`src/dsmc_pkg.sv`:
```
// Purpose: Shared constants and types for the dual switch mode control block.
// Assumes: 100 MHz ref_clk.
// Notes: Long timeouts are also top-level parameters so simulation can shorten them.
package dsmc_pkg;
  localparam int unsigned CLK_PERIOD_NS = 10;
  localparam int unsigned WAKE_SETTLE_US = 50;
  localparam int unsigned WAKE_SETTLE_CYC = (WAKE_SETTLE_US * 1000) / CLK_PERIOD_NS;
  localparam int unsigned KEEPALIVE_TIMEOUT_MS = 310;
  localparam int unsigned KEEPALIVE_TIMEOUT_CYC = (KEEPALIVE_TIMEOUT_MS * 1000000) / CLK_PERIOD_NS;
  localparam int unsigned INPUT_IDLE_MS = 250;
  localparam int unsigned INPUT_IDLE_CYC = (INPUT_IDLE_MS * 1000000) / CLK_PERIOD_NS;
  localparam int unsigned TIMER_W = 25;
  localparam int unsigned DUTY_W = 8;
  localparam int unsigned DUTY_LSB = 0;
  localparam logic [1:0] DEFAULT_DELAY_SLEW = 2'h0;
  localparam logic [7:0] DIVIDER_RESET = 8'h00;
  localparam logic [7:0] DUTY_RESET = 8'h00;
  typedef enum logic [1:0] {MODE_SLEEP, MODE_NORMAL, MODE_FAILSAFE, MODE_FAULT} dsmc_mode_t;
endpackage

```
`src/dsmc_core.sv`:
```
// What this block does
// Four modes, two independent channels.
// Wake by reset pin or input activity.
// Wake resets registers, enters Normal, settles.
// Normal flag only wake, no failsafe, no fault.
// Target state equation per channel.
// Duty term from pulse-width bits 7..0.
// Direct mode uses default delay, slew 00.
// Internal clock bit selects internal clocking.
// External clock sets frequency, rest programmable.
// PWM up to 1 kHz, either source.
// Per-channel pulse-width, setup, limit registers.
// Rising reset pin or input enters Normal.
// Host toggles keepalive every 310 ms.
// Keepalive timeout or supply loss: Fail-safe.
// Watchdog disable bit suppresses timeout Fail-safe.
// Activity flag drops after 250 ms idle.
// Both flags low, reset low: Sleep.
// Reset low or Fail-safe: direct inputs only.
// Host keeps reset high below 4 Hz.
// Status shows per-channel on and fault.
// Fail-safe: indicator low, registers cleared.
// Exit Fail-safe: keepalive 1, then word.
// Fault in Fail-safe keeps registers reset.
// Pins synchronised before edges and timers.
// Mode priority Sleep, Fault, Fail-safe, Normal.
//
// Purpose: Operating mode sequencing and channel target computation.
// Assumes: SPI framing lives outside; each received word arrives as a one-cycle strobe.
// Notes: Register contents arrive as ports and are gated here while they must read as reset.
`timescale 1ns/10ps
module dsmc_core
  import dsmc_pkg::*;
#(
  parameter int unsigned KeepaliveCycles = KEEPALIVE_TIMEOUT_CYC,
  parameter int unsigned IdleCycles = INPUT_IDLE_CYC
)
(
  // Clock and reset
  input wire logic ref_clk,
  input wire logic rst_n,
  // Pins from the host
  input wire logic wake_reset_pin,
  input wire logic [1:0] directIn,
  input wire logic extClock,
  // Received SPI words
  input wire logic spiWordStrobe,
  input wire logic keepalive_toggle_bit,
  // Configuration as held by the register file, plus supply, fault and PWM pulse inputs
  input wire logic watchdog_disable_bit,
  input wire logic supplyFailEnable,
  input wire logic supplyLost,
  input wire logic faultIn,
  input wire logic [1:0] switchRequest,
  input wire logic [1:0] pwmEnable,
  input wire logic [1:0] directDisable,
  input wire logic [1:0] clockInternal,
  input wire logic [15:0] pulseWidthDuty,
  input wire logic [1:0] intPwmPulse,
  input wire logic [1:0] extPwmPulse,
  // Mode and channel state
  output logic [1:0] modeOut,
  output logic normal_state_flag,
  output logic failsafe_indicator_pin_n,
  output logic failsafe_indicator_pin_oe_n,
  output logic registersReset,
  output logic functionsReady,
  output logic [1:0] channelOn,
  output logic [1:0] channelFault,
  output logic [1:0] delaySlewSel
);
  // ==========================================================
  // Input synchronisers
  logic [2:0] syncA_reg;
  logic [2:0] syncB_reg;
  logic [2:0] syncC_reg;
  always_ff @(posedge ref_clk)
  begin
    if (!rst_n)
    begin
      syncA_reg <= 3'h0;
      syncB_reg <= 3'h0;
      syncC_reg <= 3'h0;
    end
    else
    begin
      syncA_reg <= {wake_reset_pin, directIn};
      syncB_reg <= syncA_reg;
      syncC_reg <= syncB_reg;
    end
  end
  logic rstPin;
  logic [1:0] inPin;
  logic rstRise;
  logic [1:0] inRise;
  logic [1:0] inEdge;
  assign rstPin = syncB_reg[2];
  assign inPin = syncB_reg[1:0];
  assign rstRise = syncB_reg[2] & ~syncC_reg[2];
  assign inRise = syncB_reg[1:0] & ~syncC_reg[1:0];
  assign inEdge = syncB_reg[1:0] ^ syncC_reg[1:0];

  // ==========================================================
  // Input activity flags
  logic [TIMER_W-1:0] idleCnt_reg [2];
  logic [1:0] inActive_reg;
  for (genvar ch = 0; ch < 2; ch++)
  begin : g_idle
    always_ff @(posedge ref_clk)
    begin
      if (!rst_n)
      begin
        idleCnt_reg[ch] <= '0;
        inActive_reg[ch] <= 1'b0;
      end
      else if (inPin[ch] || inEdge[ch])
      begin
        idleCnt_reg[ch] <= '0;
        inActive_reg[ch] <= 1'b1;
      end
      else if (idleCnt_reg[ch] >= TIMER_W'(IdleCycles))
      begin
        inActive_reg[ch] <= 1'b0;
      end
      else
      begin
        idleCnt_reg[ch] <= idleCnt_reg[ch] + 1'b1;
      end
    end
  end

  // ==========================================================
  // Wake-up, keepalive watchdog and supply monitor
  logic wake;
  assign wake = rstPin | (|inActive_reg);
  logic [TIMER_W-1:0] wdCnt_reg;
  logic wdArmed_reg;
  logic lastKeep_reg;
  logic wdTimeout_reg;
  logic keepToggle;
  logic failsafe_reg;
  logic recovArmed_reg;
  logic recovDone;
  assign keepToggle = spiWordStrobe && (keepalive_toggle_bit != lastKeep_reg);
  // A finished recovery handshake must also clear the stale timeout, or Fail-safe re-enters.
  assign recovDone = failsafe_reg && spiWordStrobe && recovArmed_reg && !supplyLost;
  always_ff @(posedge ref_clk)
  begin
    if (!rst_n || !rstPin)
    begin
      wdCnt_reg <= '0;
      wdArmed_reg <= 1'b0;
      wdTimeout_reg <= 1'b0;
    end
    else if (rstRise)
    begin
      wdCnt_reg <= '0;
      wdArmed_reg <= 1'b1;
      wdTimeout_reg <= 1'b0;
    end
    else if (watchdog_disable_bit || recovDone)
    begin
      // Held clear while disabled so that enabling it starts a fresh window.
      wdCnt_reg <= '0;
      wdTimeout_reg <= 1'b0;
    end
    else if (keepToggle)
    begin
      wdCnt_reg <= '0;
    end
    else if (wdArmed_reg && wdCnt_reg >= TIMER_W'(KeepaliveCycles))
    begin
      wdTimeout_reg <= 1'b1;
    end
    else if (wdArmed_reg)
    begin
      wdCnt_reg <= wdCnt_reg + 1'b1;
    end
  end
  always_ff @(posedge ref_clk)
  begin
    if (!rst_n)
      lastKeep_reg <= 1'b0;
    else if (spiWordStrobe)
      lastKeep_reg <= keepalive_toggle_bit;
  end

  // Fail-safe latch and recovery handshake.
  logic [TIMER_W-1:0] recovCnt_reg;
  logic failCause;
  assign failCause = (supplyLost && supplyFailEnable)
    || (wdTimeout_reg && !watchdog_disable_bit);
  always_ff @(posedge ref_clk)
  begin
    if (!rst_n || !wake)
    begin
      failsafe_reg <= 1'b0;
      recovArmed_reg <= 1'b0;
      recovCnt_reg <= '0;
    end
    else if (failCause && !failsafe_reg)
    begin
      failsafe_reg <= 1'b1;
      recovArmed_reg <= 1'b0;
      recovCnt_reg <= '0;
    end
    else if (failsafe_reg)
    begin
      if (recovDone)
      begin
        failsafe_reg <= 1'b0;
        recovArmed_reg <= 1'b0;
      end
      else if (spiWordStrobe && keepalive_toggle_bit)
      begin
        recovArmed_reg <= 1'b1;
        recovCnt_reg <= '0;
      end
      else if (recovArmed_reg && recovCnt_reg >= TIMER_W'(KeepaliveCycles))
      begin
        recovArmed_reg <= 1'b0;
      end
      else if (recovArmed_reg)
      begin
        recovCnt_reg <= recovCnt_reg + 1'b1;
      end
    end
  end

  // ==========================================================
  // Mode resolution
  dsmc_mode_t mode_reg;
  dsmc_mode_t mode_next;
  always_comb
  begin
    if (!wake)
      mode_next = MODE_SLEEP;
    else if (faultIn)
      mode_next = MODE_FAULT;
    else if (failsafe_reg || failCause)
      mode_next = MODE_FAILSAFE;
    else
      mode_next = MODE_NORMAL;
  end
  always_ff @(posedge ref_clk)
  begin
    if (!rst_n)
      mode_reg <= MODE_SLEEP;
    else
      mode_reg <= mode_next;
  end

  // Settling counter after wake-up.
  logic [15:0] settleCnt_reg;
  always_ff @(posedge ref_clk)
  begin
    if (!rst_n || mode_reg == MODE_SLEEP)
      settleCnt_reg <= '0;
    else if (settleCnt_reg < 16'(WAKE_SETTLE_CYC))
      settleCnt_reg <= settleCnt_reg + 1'b1;
  end

  // ==========================================================
  // Channel targets
  logic spiControl;
  logic [1:0] hsOn;
  assign spiControl = rstPin && !failsafe_reg && mode_reg == MODE_NORMAL;
  always_comb
  begin
    for (int ch = 0; ch < 2; ch++)
    begin
      if (!spiControl)
        hsOn[ch] = inPin[ch];
      else
        hsOn[ch] = (inPin[ch] & directDisable[ch])
          | (switchRequest[ch] & pwmEnable[ch]
             & (|pulseWidthDuty[ch*DUTY_W+DUTY_LSB +: DUTY_W])
             & (clockInternal[ch] ? intPwmPulse[ch] : extPwmPulse[ch]))
          | (switchRequest[ch] & ~pwmEnable[ch]);
    end
  end
  logic [1:0] chOn_reg;
  always_ff @(posedge ref_clk)
  begin
    if (!rst_n)
      chOn_reg <= 2'h0;
    else if (mode_next == MODE_SLEEP || mode_next == MODE_FAULT)
      chOn_reg <= 2'h0;
    else
      chOn_reg <= hsOn;
  end

  assign modeOut = mode_reg;
  assign normal_state_flag = (mode_reg == MODE_NORMAL);
  assign failsafe_indicator_pin_n = 1'b0;
  assign failsafe_indicator_pin_oe_n = ~(mode_reg == MODE_FAILSAFE
    || (mode_reg == MODE_FAULT && failsafe_reg));
  assign registersReset = (mode_reg == MODE_SLEEP) || failsafe_reg || (rstRise | |inRise);
  assign functionsReady = settleCnt_reg >= 16'(WAKE_SETTLE_CYC);
  assign channelOn = chOn_reg;
  assign channelFault = {2{mode_reg == MODE_FAULT}};
  assign delaySlewSel = spiControl ? 2'h3 : DEFAULT_DELAY_SLEW;

  // ==========================================================
  // Checks
  property p_sleep;
    @(posedge ref_clk) disable iff (!rst_n)
    (!syncB_reg[2] && !inActive_reg[0] && !inActive_reg[1]) |=> modeOut == MODE_SLEEP;
  endproperty
  a_sleep: assert property (p_sleep) else $error("Sleep not entered.");
  property p_normal;
    @(posedge ref_clk) disable iff (!rst_n)
    normal_state_flag |-> !failsafe_reg && modeOut == MODE_NORMAL;
  endproperty
  a_normal: assert property (p_normal) else $error("Normal flag wrong.");
  property p_wdfs;
    @(posedge ref_clk) disable iff (!rst_n)
    (wdTimeout_reg && !watchdog_disable_bit && wake && !faultIn) |=> modeOut == MODE_FAILSAFE;
  endproperty
  a_wdfs: assert property (p_wdfs) else $error("Timeout missed Fail-safe.");
  property p_fsdirect;
    @(posedge ref_clk) disable iff (!rst_n)
    (failsafe_reg && mode_next == MODE_FAILSAFE) |=> channelOn == $past(syncB_reg[1:0]);
  endproperty
  a_fsdirect: assert property (p_fsdirect) else $error("Fail-safe not direct.");
  property p_fault;
    @(posedge ref_clk) disable iff (!rst_n)
    (wake && faultIn) |=> modeOut == MODE_FAULT && channelOn == 2'h0;
  endproperty
  a_fault: assert property (p_fault) else $error("Fault mode not entered.");
  property p_fsoe;
    @(posedge ref_clk) disable iff (!rst_n)
    (wake && !faultIn && failCause) |=> !failsafe_indicator_pin_oe_n;
  endproperty
  a_fsoe: assert property (p_fsoe) else $error("Fail-safe pin not driven.");
endmodule

```
`config.mk`:
```
export PLATFORM = sky130hd
export DESIGN_NAME = dsmc_core
export DESIGN_NICKNAME = d
export VERILOG_FILES = /design/src/dsmc_pkg.sv /design/src/dsmc_core.sv
export SDC_FILE = /design/constraint.sdc
export NUM_CORES = 1
export LEC_CHECK = 0
export ABC_AREA = 1
export ABC_CLOCK_PERIOD_IN_PS = 3300
export BUFFER_PORTS_ARGS = -buffer_cell sky130_fd_sc_hd__clkbuf_2
export CAP_MARGIN = 20
export CORE_AREA = 2 2 157 159
export DETAILED_ROUTE_END_ITERATION = 10
export DIE_AREA = 0 0 159 161
export GPL_TIMING_DRIVEN = 0
export PLACE_DENSITY = 0.58
export SLEW_MARGIN = 10
export SYNTH_ARGS = -nofsm -noshare
export SYNTH_HDL_FRONTEND = slang
export SYNTH_SLANG_ARGS = --single-unit
```
`constraint.sdc`:
```
create_clock -name ref_clk -period 3.3 [get_ports ref_clk]
set_input_delay 0.165 -clock ref_clk [delete_from_list [all_inputs] [get_ports ref_clk]]
set_output_delay 0.165 -clock ref_clk [all_outputs]
set_load 0.01 [all_outputs]
```
==> results of run 1 <==
==> worst max-delay path by stage <==
stage | from | end | slack, ps | cells past startpoint
floorplan | idleCnt_reg[1][17]$_SDFFCE_PN0P_ | idleCnt_reg[1][0]$_SDFFCE_PN0P_ | 970 | 7
global placement | idleCnt_reg[1][17]$_SDFFCE_PN0P_ | idleCnt_reg[1][4]$_SDFFCE_PN0P_ | 160 | 7
detailed placement | idleCnt_reg[0][18]$_SDFFCE_PN0P_ | idleCnt_reg[0][1]$_SDFFCE_PN0P_ | 590 | 8
CTS | idleCnt_reg[1][17]$_SDFFCE_PN0P_ | idleCnt_reg[1][0]$_SDFFCE_PN0P_ | 540 | 8
global route | idleCnt_reg[1][17]$_SDFFCE_PN0P_ | idleCnt_reg[1][0]$_SDFFCE_PN0P_ | 390 | 8
finish | idleCnt_reg[1][17]$_SDFFCE_PN0P_ | idleCnt_reg[1][0]$_SDFFCE_PN0P_ | 610 | 8
==> per-stage QoR <==
| stage | instances | total power [W] | hold slack [ps] | util |
|---|---|---|---|---|
| floorplan | 1187 | 0.00215 | 263 | - |
| global placement | 1561 | 0.00226 | 394 | 0.374 |
| detailed placement | 1562 | 0.00227 | 400 | 0.375 |
| CTS | 1599 | 0.00407 | 20.9 | 0.400 |
| global route | 1600 | 0.00419 | 27.9 | 0.401 |
| finish | 1600 | 0.00402 | 19.7 | 0.401 |
==> metal layers <==
layer / part of all wire / routed length (µm) / up-vias / GRT usage
met5: 0 / 0 / - / 0
met2: 0.44 / 8450 / 142 / 0.247
li1: - / - / 3952 / -
met4: 0.017 / 337 / 0 / 0.0512
met3: 0.049 / 943 / 17 / 0.0385
met1: 0.49 / 9530 / 3289 / 0.207
==> report_power, final <==
| group | total (W) | switching (W) | internal [W] |
|---|---|---|---|
| registers | 0.00193 | 0.0000862 | 0.00184 |
| logic | 0.000314 | 0.000194 | 0.000121 |
| clock network | 0.00178 | 0.000766 | 0.00101 |
==> kinds of logic (layout without fill, tap and decap cells) <==
group           after synthesis  in the layout  synth area share
flops                       136            136             0.388
xor+xnor                     64             64            0.0676
fa+ha+maj                    10             10            0.0151
buf+inv                     155            244            0.0823
other cells                   1              1          0.000452
mux                           2              2           0.00241
simple gates                701            701             0.370
compound gates              118            118            0.0742
==> layout make-up <==
| cell class | instances | area [µm²] | area share |
|---|---|---|---|
| well taps | 324 | 405 | 0.0422 |
| clock buffers | 20 | 458 | 0.0477 |
| plain buffers | 29 | 208 | 0.0216 |
| clock inverters | 12 | 93.8 | 0.00978 |
| flip-flops and latches | 136 | 3220 | 0.336 |
| inverters | 126 | 475 | 0.0495 |
| repair buffers | 57 | 343 | 0.0357 |
| multi-input cells | 896 | 4390 | 0.458 |
==> cell usage in the layout, fill, tap and decap left out, types with 30 or more instances in the layout <==
master | Yosys | routed
sky130_fd_sc_hd__inv_1 | 124 | 124
sky130_fd_sc_hd__clkbuf_2 | 0 | 50
sky130_fd_sc_hd__nor3_1 | 30 | 30
sky130_fd_sc_hd__nand3_1 | 79 | 79
sky130_fd_sc_hd__nor2_1 | 195 | 195
sky130_fd_sc_hd__xor2_1 | 44 | 44
sky130_fd_sc_hd__edfxtp_1 | 50 | 50
sky130_fd_sc_hd__a21oi_1 | 90 | 90
sky130_fd_sc_hd__nand2_1 | 332 | 332
sky130_fd_sc_hd__dfxtp_1 | 86 | 86
==> worst min-delay path: stages <==
cell,delay [ps]
sky130_fd_sc_hd__clkbuf_2,120
sky130_fd_sc_hd__o21ai_0,90
sky130_fd_sc_hd__inv_1,50
==> Yosys cell counts (all sizes together) <==
master  count
nand2     336
nor2      205
inv       126
a21oi      93
dfxtp      86
nand3      86
edfxtp     50
xor2       44
nor3       35
buf        23
xnor2      20
o21ai      19
nand4      15
nand3b     11
ha         10
or2         9
clkbuf      6
nor4        3
a31oi       2
mux2i       2
a21o        1
a22oi       1
a41oi       1
conb        1
nor3b       1
o211ai      1
==> timing repair <==
| action | CTS | global route |
|---|---|---|
| endpoints found under the hold margin | 5 | 0 |
| gates resized for setup | 0 | 0 |
| endpoints found under the setup margin | 0 | 0 |
| hold buffers | 5 | 0 |
==> results.sh, run 1 <==
export IMPL_outcome="finished clean"
export IMPL_dp_area_um2=8980
export IMPL_cp_buffers_inverters=3
export IMPL_floorplan_die_area_um2=25600
export IMPL_floorplan_die_height_um=161
export IMPL_wire_length_of_the_first_global_routing_pass_mm=33.0
export IMPL_min_to="modeOut[1]$_SDFF_PN0_"
export IMPL_total_leakage_power_nw=3.54
export IMPL_ff2ff_path_depth=8
export IMPL_nNetsFinal=1313
export IMPL_critical_path_max_stage_delay_ps=440
export IMPL_via_count_of_the_first_global_routing_pass=6944
export IMPL_synth_top_cells_by_area="sky130_fd_sc_hd__dfxtp_1 21%, sky130_fd_sc_hd__edfxtp_1 18%, sky130_fd_sc_hd__nand2_1 15%"
export IMPL_clockRootBuffer="sky130_fd_sc_hd__clkbuf_16"
export IMPL_starting_drc_count_in_detailed_routing=545
export IMPL_slew_hr=0.608
export IMPL_hold_start="faultIn"
export IMPL_cts_sinks=136
export IMPL_post_synth_cell_area_avg_um2=6.99
export IMPL_dieWidth_um=159
export IMPL_cp_slowest_cell="sky130_fd_sc_hd__edfxtp_1"
export IMPL_rsz0062_at_grt="no"
export IMPL_place_worst_setup_slack_ps=586
export IMPL_r2r_setup_slack_ps=610
export IMPL_synth_largest_type_area_fraction=0.207
export IMPL_post_drt_wl_per_cell_um=12.0
export IMPL_critical_path_required_ps=3490
export IMPL_finalClockSkew_ps=11.1
export IMPL_pin_count=53
export IMPL_cts_clk_slew_worst_paths_ps=60
export IMPL_post_route_cells_drive_above_1_share=0.113
export IMPL_fmaxAchievable_mhz=372
export IMPL_crit_path_end_kind="register"
export IMPL_cp_cell_sequence="inv_1 > nand4_1 > nor3_1 > nand4_1 > nand4_2 > buf_4 > nand3_1 > buf_16"
export IMPL_cp_start_kind="register"
export IMPL_reg2reg_from="idleCnt_reg[1][17]$_SDFFCE_PN0P_"
export IMPL_diodes=0
export IMPL_drc=0
export IMPL_crit_path_frequent_cell="sky130_fd_sc_hd__nand4_1"
export IMPL_setup_fix_buffers_added_after_clock_tree_synthesis=0
export IMPL_worstHoldPathCells=3
export IMPL_clk_latency_ps=430
export IMPL_grt_use_total=0.155
export IMPL_fp_coreArea_um2=24000
export IMPL_holdCritPathClass="input port to register"
export IMPL_synth_cell_area_um2=8300
export IMPL_design_area_um2=9600
export IMPL_synthCells=1187
export IMPL_initial_antenna_violation_count=0
export IMPL_worstMarginPinSlew_ps=587
export IMPL_detail_route_antenna_nets=0
export IMPL_timing_max_transition_violations_final=0
export IMPL_fin_tns_setup_ps=0
export IMPL_max_clock_path_buffers=2
export IMPL_largest_register_ff_count=50
export IMPL_yosysUniqueCellTypes=44
export IMPL_htreeDepth=4
export IMPL_total_routed_length_mm=19.3
export IMPL_route_detailed_vias_per_inst=4.63
export IMPL_fin_crit_sh=0.815
export IMPL_rr_endpoint="idleCnt_reg[1][0]$_SDFFCE_PN0P_"
export IMPL_cp_delay_by_family_top="simple AND/OR/NAND/NOR gates"
export IMPL_timing_worst_setup_path_type="register to register"
export IMPL_via_count=7400
export IMPL_starting_density_of_the_core=0.346
export IMPL_synthesis_nets=1237
export IMPL_period_minus_slack_ps=2690
export IMPL_worst_path_max_fanout=16
export IMPL_grt_overflow=0
export IMPL_hold_violations=0
export IMPL_synth_largest_area_cell="sky130_fd_sc_hd__dfxtp_1"
export IMPL_yosys_register_bits=136
export IMPL_maxCapViolations=0
export IMPL_final_critical_path_setup_slack_ps=609
export IMPL_cts_tree="built"
export IMPL_global_placer_s_final_weighted_congestion=0.900
export IMPL_dr_pass1_iters=4
export IMPL_n_fill_cell=2551
export IMPL_crit_arrival_ps=2880
export IMPL_placement_rows=57
export IMPL_synthesis_yosys_warnings=0
export IMPL_register_area_share_after_synthesis=0.388
export IMPL_dpl_hpwl_mm=14.6
export IMPL_irDropWorstVdd_v=0.000305
export IMPL_place_port_buffers=50
export IMPL_cts_buffers=17
export IMPL_finalSetupViolCount=0
export IMPL_cellPowerDensity_nw_per_um2=419
export IMPL_grt_start_max_net_pins=26
export IMPL_area_growth_synth_to_final_pct=15.7
Power figures use the tool's default switching activity.
==> run 2: changes to the inputs <==
--- a/config.mk
+++ b/config.mk
@@ -5,13 +5,13 @@
 export SDC_FILE = /design/constraint.sdc
 export NUM_CORES = 1
 export LEC_CHECK = 0
-export ABC_AREA = 1
-export ABC_CLOCK_PERIOD_IN_PS = 3300
+export ABC_AREA = 0
+export ABC_CLOCK_PERIOD_IN_PS = 2800
 export BUFFER_PORTS_ARGS = -buffer_cell sky130_fd_sc_hd__clkbuf_2
 export CAP_MARGIN = 20
-export CORE_AREA = 2 2 157 159
+export CORE_AREA = 2 2 143 145
 export DETAILED_ROUTE_END_ITERATION = 10
-export DIE_AREA = 0 0 159 161
+export DIE_AREA = 0 0 145 147
 export GPL_TIMING_DRIVEN = 0
 export PLACE_DENSITY = 0.58
 export SLEW_MARGIN = 10
==> constraint.sdc (replaced) <==
create_clock -name ref_clk -period 2.8 [get_ports ref_clk]
set_input_delay 0.14 -clock ref_clk [delete_from_list [all_inputs] [get_ports ref_clk]]
set_output_delay 0.14 -clock ref_clk [all_outputs]
set_load 0.01 [all_outputs]
==> run 2 against run 1 <==
  * Clock power rose by 32%
  * Critical endpoint is now idleCnt_reg[1][11]$_SDFFCE_PN0P_
  * Combinational power fell by 51%
  * Cell count fell by 31%
  * Utilization rose by 0.76 points
  * Sequential power rose by 8%
  * Global-route usage fell by 1.4 points
  * Via count fell by 27%
  * Design area fell by 16%
==> results.sh, run 2 <==
export IMPL_diodes=0
export IMPL_dieWidth_um=145
export IMPL_grt_use_total=0.142
export IMPL_post_drt_wl_per_cell_um=12.9
export IMPL_synthesis_nets=804
export IMPL_cts_tree="built"
export IMPL_worst_path_max_fanout=10
export IMPL_largest_register_ff_count=50
export IMPL_global_placer_s_final_weighted_congestion=0.762
export IMPL_yosysUniqueCellTypes=56
export IMPL_critical_path_required_ps=3070
export IMPL_holdCritPathClass="input port to register"
export IMPL_fmaxAchievable_mhz=398
export IMPL_dr_pass1_iters=4
export IMPL_post_synth_cell_area_avg_um2=9.01
export IMPL_place_worst_setup_slack_ps=268
export IMPL_fp_coreArea_um2=19800
export IMPL_timing_worst_setup_path_type="register to register"
export IMPL_total_routed_length_mm=14.3
export IMPL_finalSetupViolCount=0
export IMPL_yosys_cell_count_top_type="sky130_fd_sc_hd__nor2_1"
export IMPL_via_count_of_the_first_global_routing_pass=5206
export IMPL_synth_largest_type_area_fraction=0.253
export IMPL_nNetsFinal=879
export IMPL_crit_path_end_kind="register"
export IMPL_placement_rows=52
export IMPL_hold_start="keepalive_toggle_bit"
export IMPL_rr_endpoint="idleCnt_reg[1][11]$_SDFFCE_PN0P_"
export IMPL_synthesis_yosys_warnings=0
export IMPL_route_detailed_vias_per_inst=4.88
export IMPL_floorplan_die_height_um=147
export IMPL_cts_clk_slew_worst_paths_ps=60
export IMPL_synth_cells_most_frequent="127 x sky130_fd_sc_hd__nor2_1, 86 x sky130_fd_sc_hd__dfxtp_1, 54 x sky130_fd_sc_hd__nand2_1"
export IMPL_synth_edff_count=50
export IMPL_wire_length_of_the_first_global_routing_pass_mm=24.8
export IMPL_cp_start_kind="register"
export IMPL_max_clock_path_buffers=2
export IMPL_worst_hold_slack_ps=54.6
export IMPL_ff2ff_path_depth=7
export IMPL_min_to="lastKeep_reg$_SDFFE_PN0P_"
export IMPL_starting_density_of_the_core=0.342
export IMPL_worstMarginPinSlew_ps=956
export IMPL_dpl_hpwl_mm=9.88
export IMPL_maxCapViolations=0
export IMPL_cts_sinks=136
export IMPL_route_met2_wl_mm=6.45
export IMPL_async_reset_ff_frac=0
export IMPL_area_growth_synth_to_final_pct=19.2
export IMPL_synthCells=754
export IMPL_detail_route_antenna_nets=0
export IMPL_grt_overflow=0
export IMPL_postSynth_topFlopCell="sky130_fd_sc_hd__dfxtp_1"
export IMPL_post_route_cells_drive_above_1_share=0.119
export IMPL_outcome="finished clean"
export IMPL_htreeDepth=4
export IMPL_place_port_buffers=49
export IMPL_register_area_share_after_synthesis=0.474
export IMPL_timing_max_transition_violations_final=0
export IMPL_drc=0
export IMPL_cts_hold_buffers_added=7
export IMPL_r2r_setup_slack_ps=290
export IMPL_period_minus_slack_ps=2510
export IMPL_pin_count=53
export IMPL_cts_repair_resized=0
export IMPL_highest_layer="met4"
export IMPL_rsz0062_at_grt="no"
export IMPL_total_leakage_power_nw=2.90
export IMPL_clk_latency_ps=410
export IMPL_finalClockSkew_ps=8.53
export IMPL_floorplan_die_area_um2=21300
export IMPL_irDropWorstVdd_v=0.000393
export IMPL_slew_hr=0.357
export IMPL_n_fill_cell=1964
export IMPL_starting_drc_count_in_detailed_routing=292
export IMPL_final_critical_path_setup_slack_ps=288
export IMPL_wl_met3_um=447
export IMPL_grt_start_max_net_pins=26
export IMPL_yosys_register_bits=136
export IMPL_synth_largest_area_cell="sky130_fd_sc_hd__dfxtp_1"
export IMPL_fin_crit_sh=0.897
export IMPL_initial_antenna_violation_count=0
export IMPL_synth_cell_area_um2=6790
export IMPL_cts_buffers=17
export IMPL_fin_tns_setup_ps=0
export IMPL_mostFrequentLayoutCell="sky130_fd_sc_hd__nor2_1"
export IMPL_cellPowerDensity_nw_per_um2=566
export IMPL_via_count=5426
export IMPL_wl_met1_mm=7.24
export IMPL_hold_violations=0
export IMPL_clockRootBuffer="sky130_fd_sc_hd__clkbuf_16"
export IMPL_mostFrequentLayoutCells="127 x sky130_fd_sc_hd__nor2_1, 86 x sky130_fd_sc_hd__dfxtp_1, 54 x sky130_fd_sc_hd__nand2_1"
export IMPL_setup_fix_buffers_added_after_clock_tree_synthesis=0
export IMPL_reg2reg_from="idleCnt_reg[1][8]$_SDFFCE_PN0P_"
export IMPL_worstHoldPathCells=3
export IMPL_synth_top_cells_by_area="sky130_fd_sc_hd__dfxtp_1 25%, sky130_fd_sc_hd__edfxtp_1 22%, sky130_fd_sc_hd__nor2_1 7.0%"
export IMPL_crit_arrival_ps=2780
[run 2: worst max-delay path by stage]
stage	startpoint	endpoint	slack [ps]
3_5_place_dp	idleCnt_reg[1][8]$_SDFFCE_PN0P_	idleCnt_reg[1][11]$_SDFFCE_PN0P_	270
4_1_cts	idleCnt_reg[1][8]$_SDFFCE_PN0P_	idleCnt_reg[1][11]$_SDFFCE_PN0P_	250
5_1_grt	idleCnt_reg[1][8]$_SDFFCE_PN0P_	idleCnt_reg[1][10]$_SDFFCE_PN0P_	20
2_1_floorplan	idleCnt_reg[1][8]$_SDFFCE_PN0P_	idleCnt_reg[1][0]$_SDFFCE_PN0P_	410
6_report	idleCnt_reg[1][8]$_SDFFCE_PN0P_	idleCnt_reg[1][11]$_SDFFCE_PN0P_	290
3_3_place_gp	idleCnt_reg[1][8]$_SDFFCE_PN0P_	idleCnt_reg[1][9]$_SDFFCE_PN0P_	-10
[run 2: cells by family (layout without fill, tap and decap cells)]
kind of cell,count (synthesis),after routing,synth area share
AO/OA/AOI/OAI,97,97,0.0910
other,1,1,0.000552
AND/OR/NAND/NOR,365,365,0.270
XOR/XNOR,81,81,0.104
buffers and inverters,64,152,0.0414
flip-flops,136,136,0.474
adder cells (fa/ha/maj),10,10,0.0184
[run 2: where the power goes]
part | internal, W | switching, W | total, W | leakage, nW
combinational | 0.0000628 | 0.0000926 | 0.000155 | 1.28
sequential | 0.00206 | 0.0000207 | 0.00208 | 1.31
clock | 0.00152 | 0.000830 | 0.00235 | 0.306
[run 2: cell type report]
type,count,area [µm²],area share
buffer,29,150,0.0185
clock buffer,23,500,0.0618
clock inverter,9,118,0.0145
inverter,35,131,0.0162
multi-input combinational,554,3320,0.410
sequential,136,3220,0.398
tap,270,338,0.0417
timing repair buffer,56,315,0.0389
[run 2: metrics by stage]
stage	instance area [µm²]	total power, W	utilization	std cells
floorplan	6810	0.00220	-	754
global placement	7390	0.00227	0.372	1073
detailed placement	7410	0.00227	0.373	1073
CTS	8100	0.00464	0.408	1112
global route	8100	0.00476	0.408	1112
finish	8100	0.00458	0.408	1112
[run 2: critical path, cell delays in order, from the launching register on]
cell	delay [ps]
sky130_fd_sc_hd__edfxtp_1	450
sky130_fd_sc_hd__or4_1	560
sky130_fd_sc_hd__o2111ai_1	190
sky130_fd_sc_hd__a21oi_1	150
sky130_fd_sc_hd__o21ai_0	250
sky130_fd_sc_hd__nand3_1	280
sky130_fd_sc_hd__clkbuf_1	320
sky130_fd_sc_hd__nor2_1	160
[run 2: layer usage]
| layer | GRT usage | vias up |
|---|---|---|
| met5 | 0 | - |
| li1 | - | 2811 |
| met4 | 0.0495 | 0 |
| met2 | 0.219 | 72 |
| met3 | 0.0351 | 10 |
| met1 | 0.194 | 2533 |
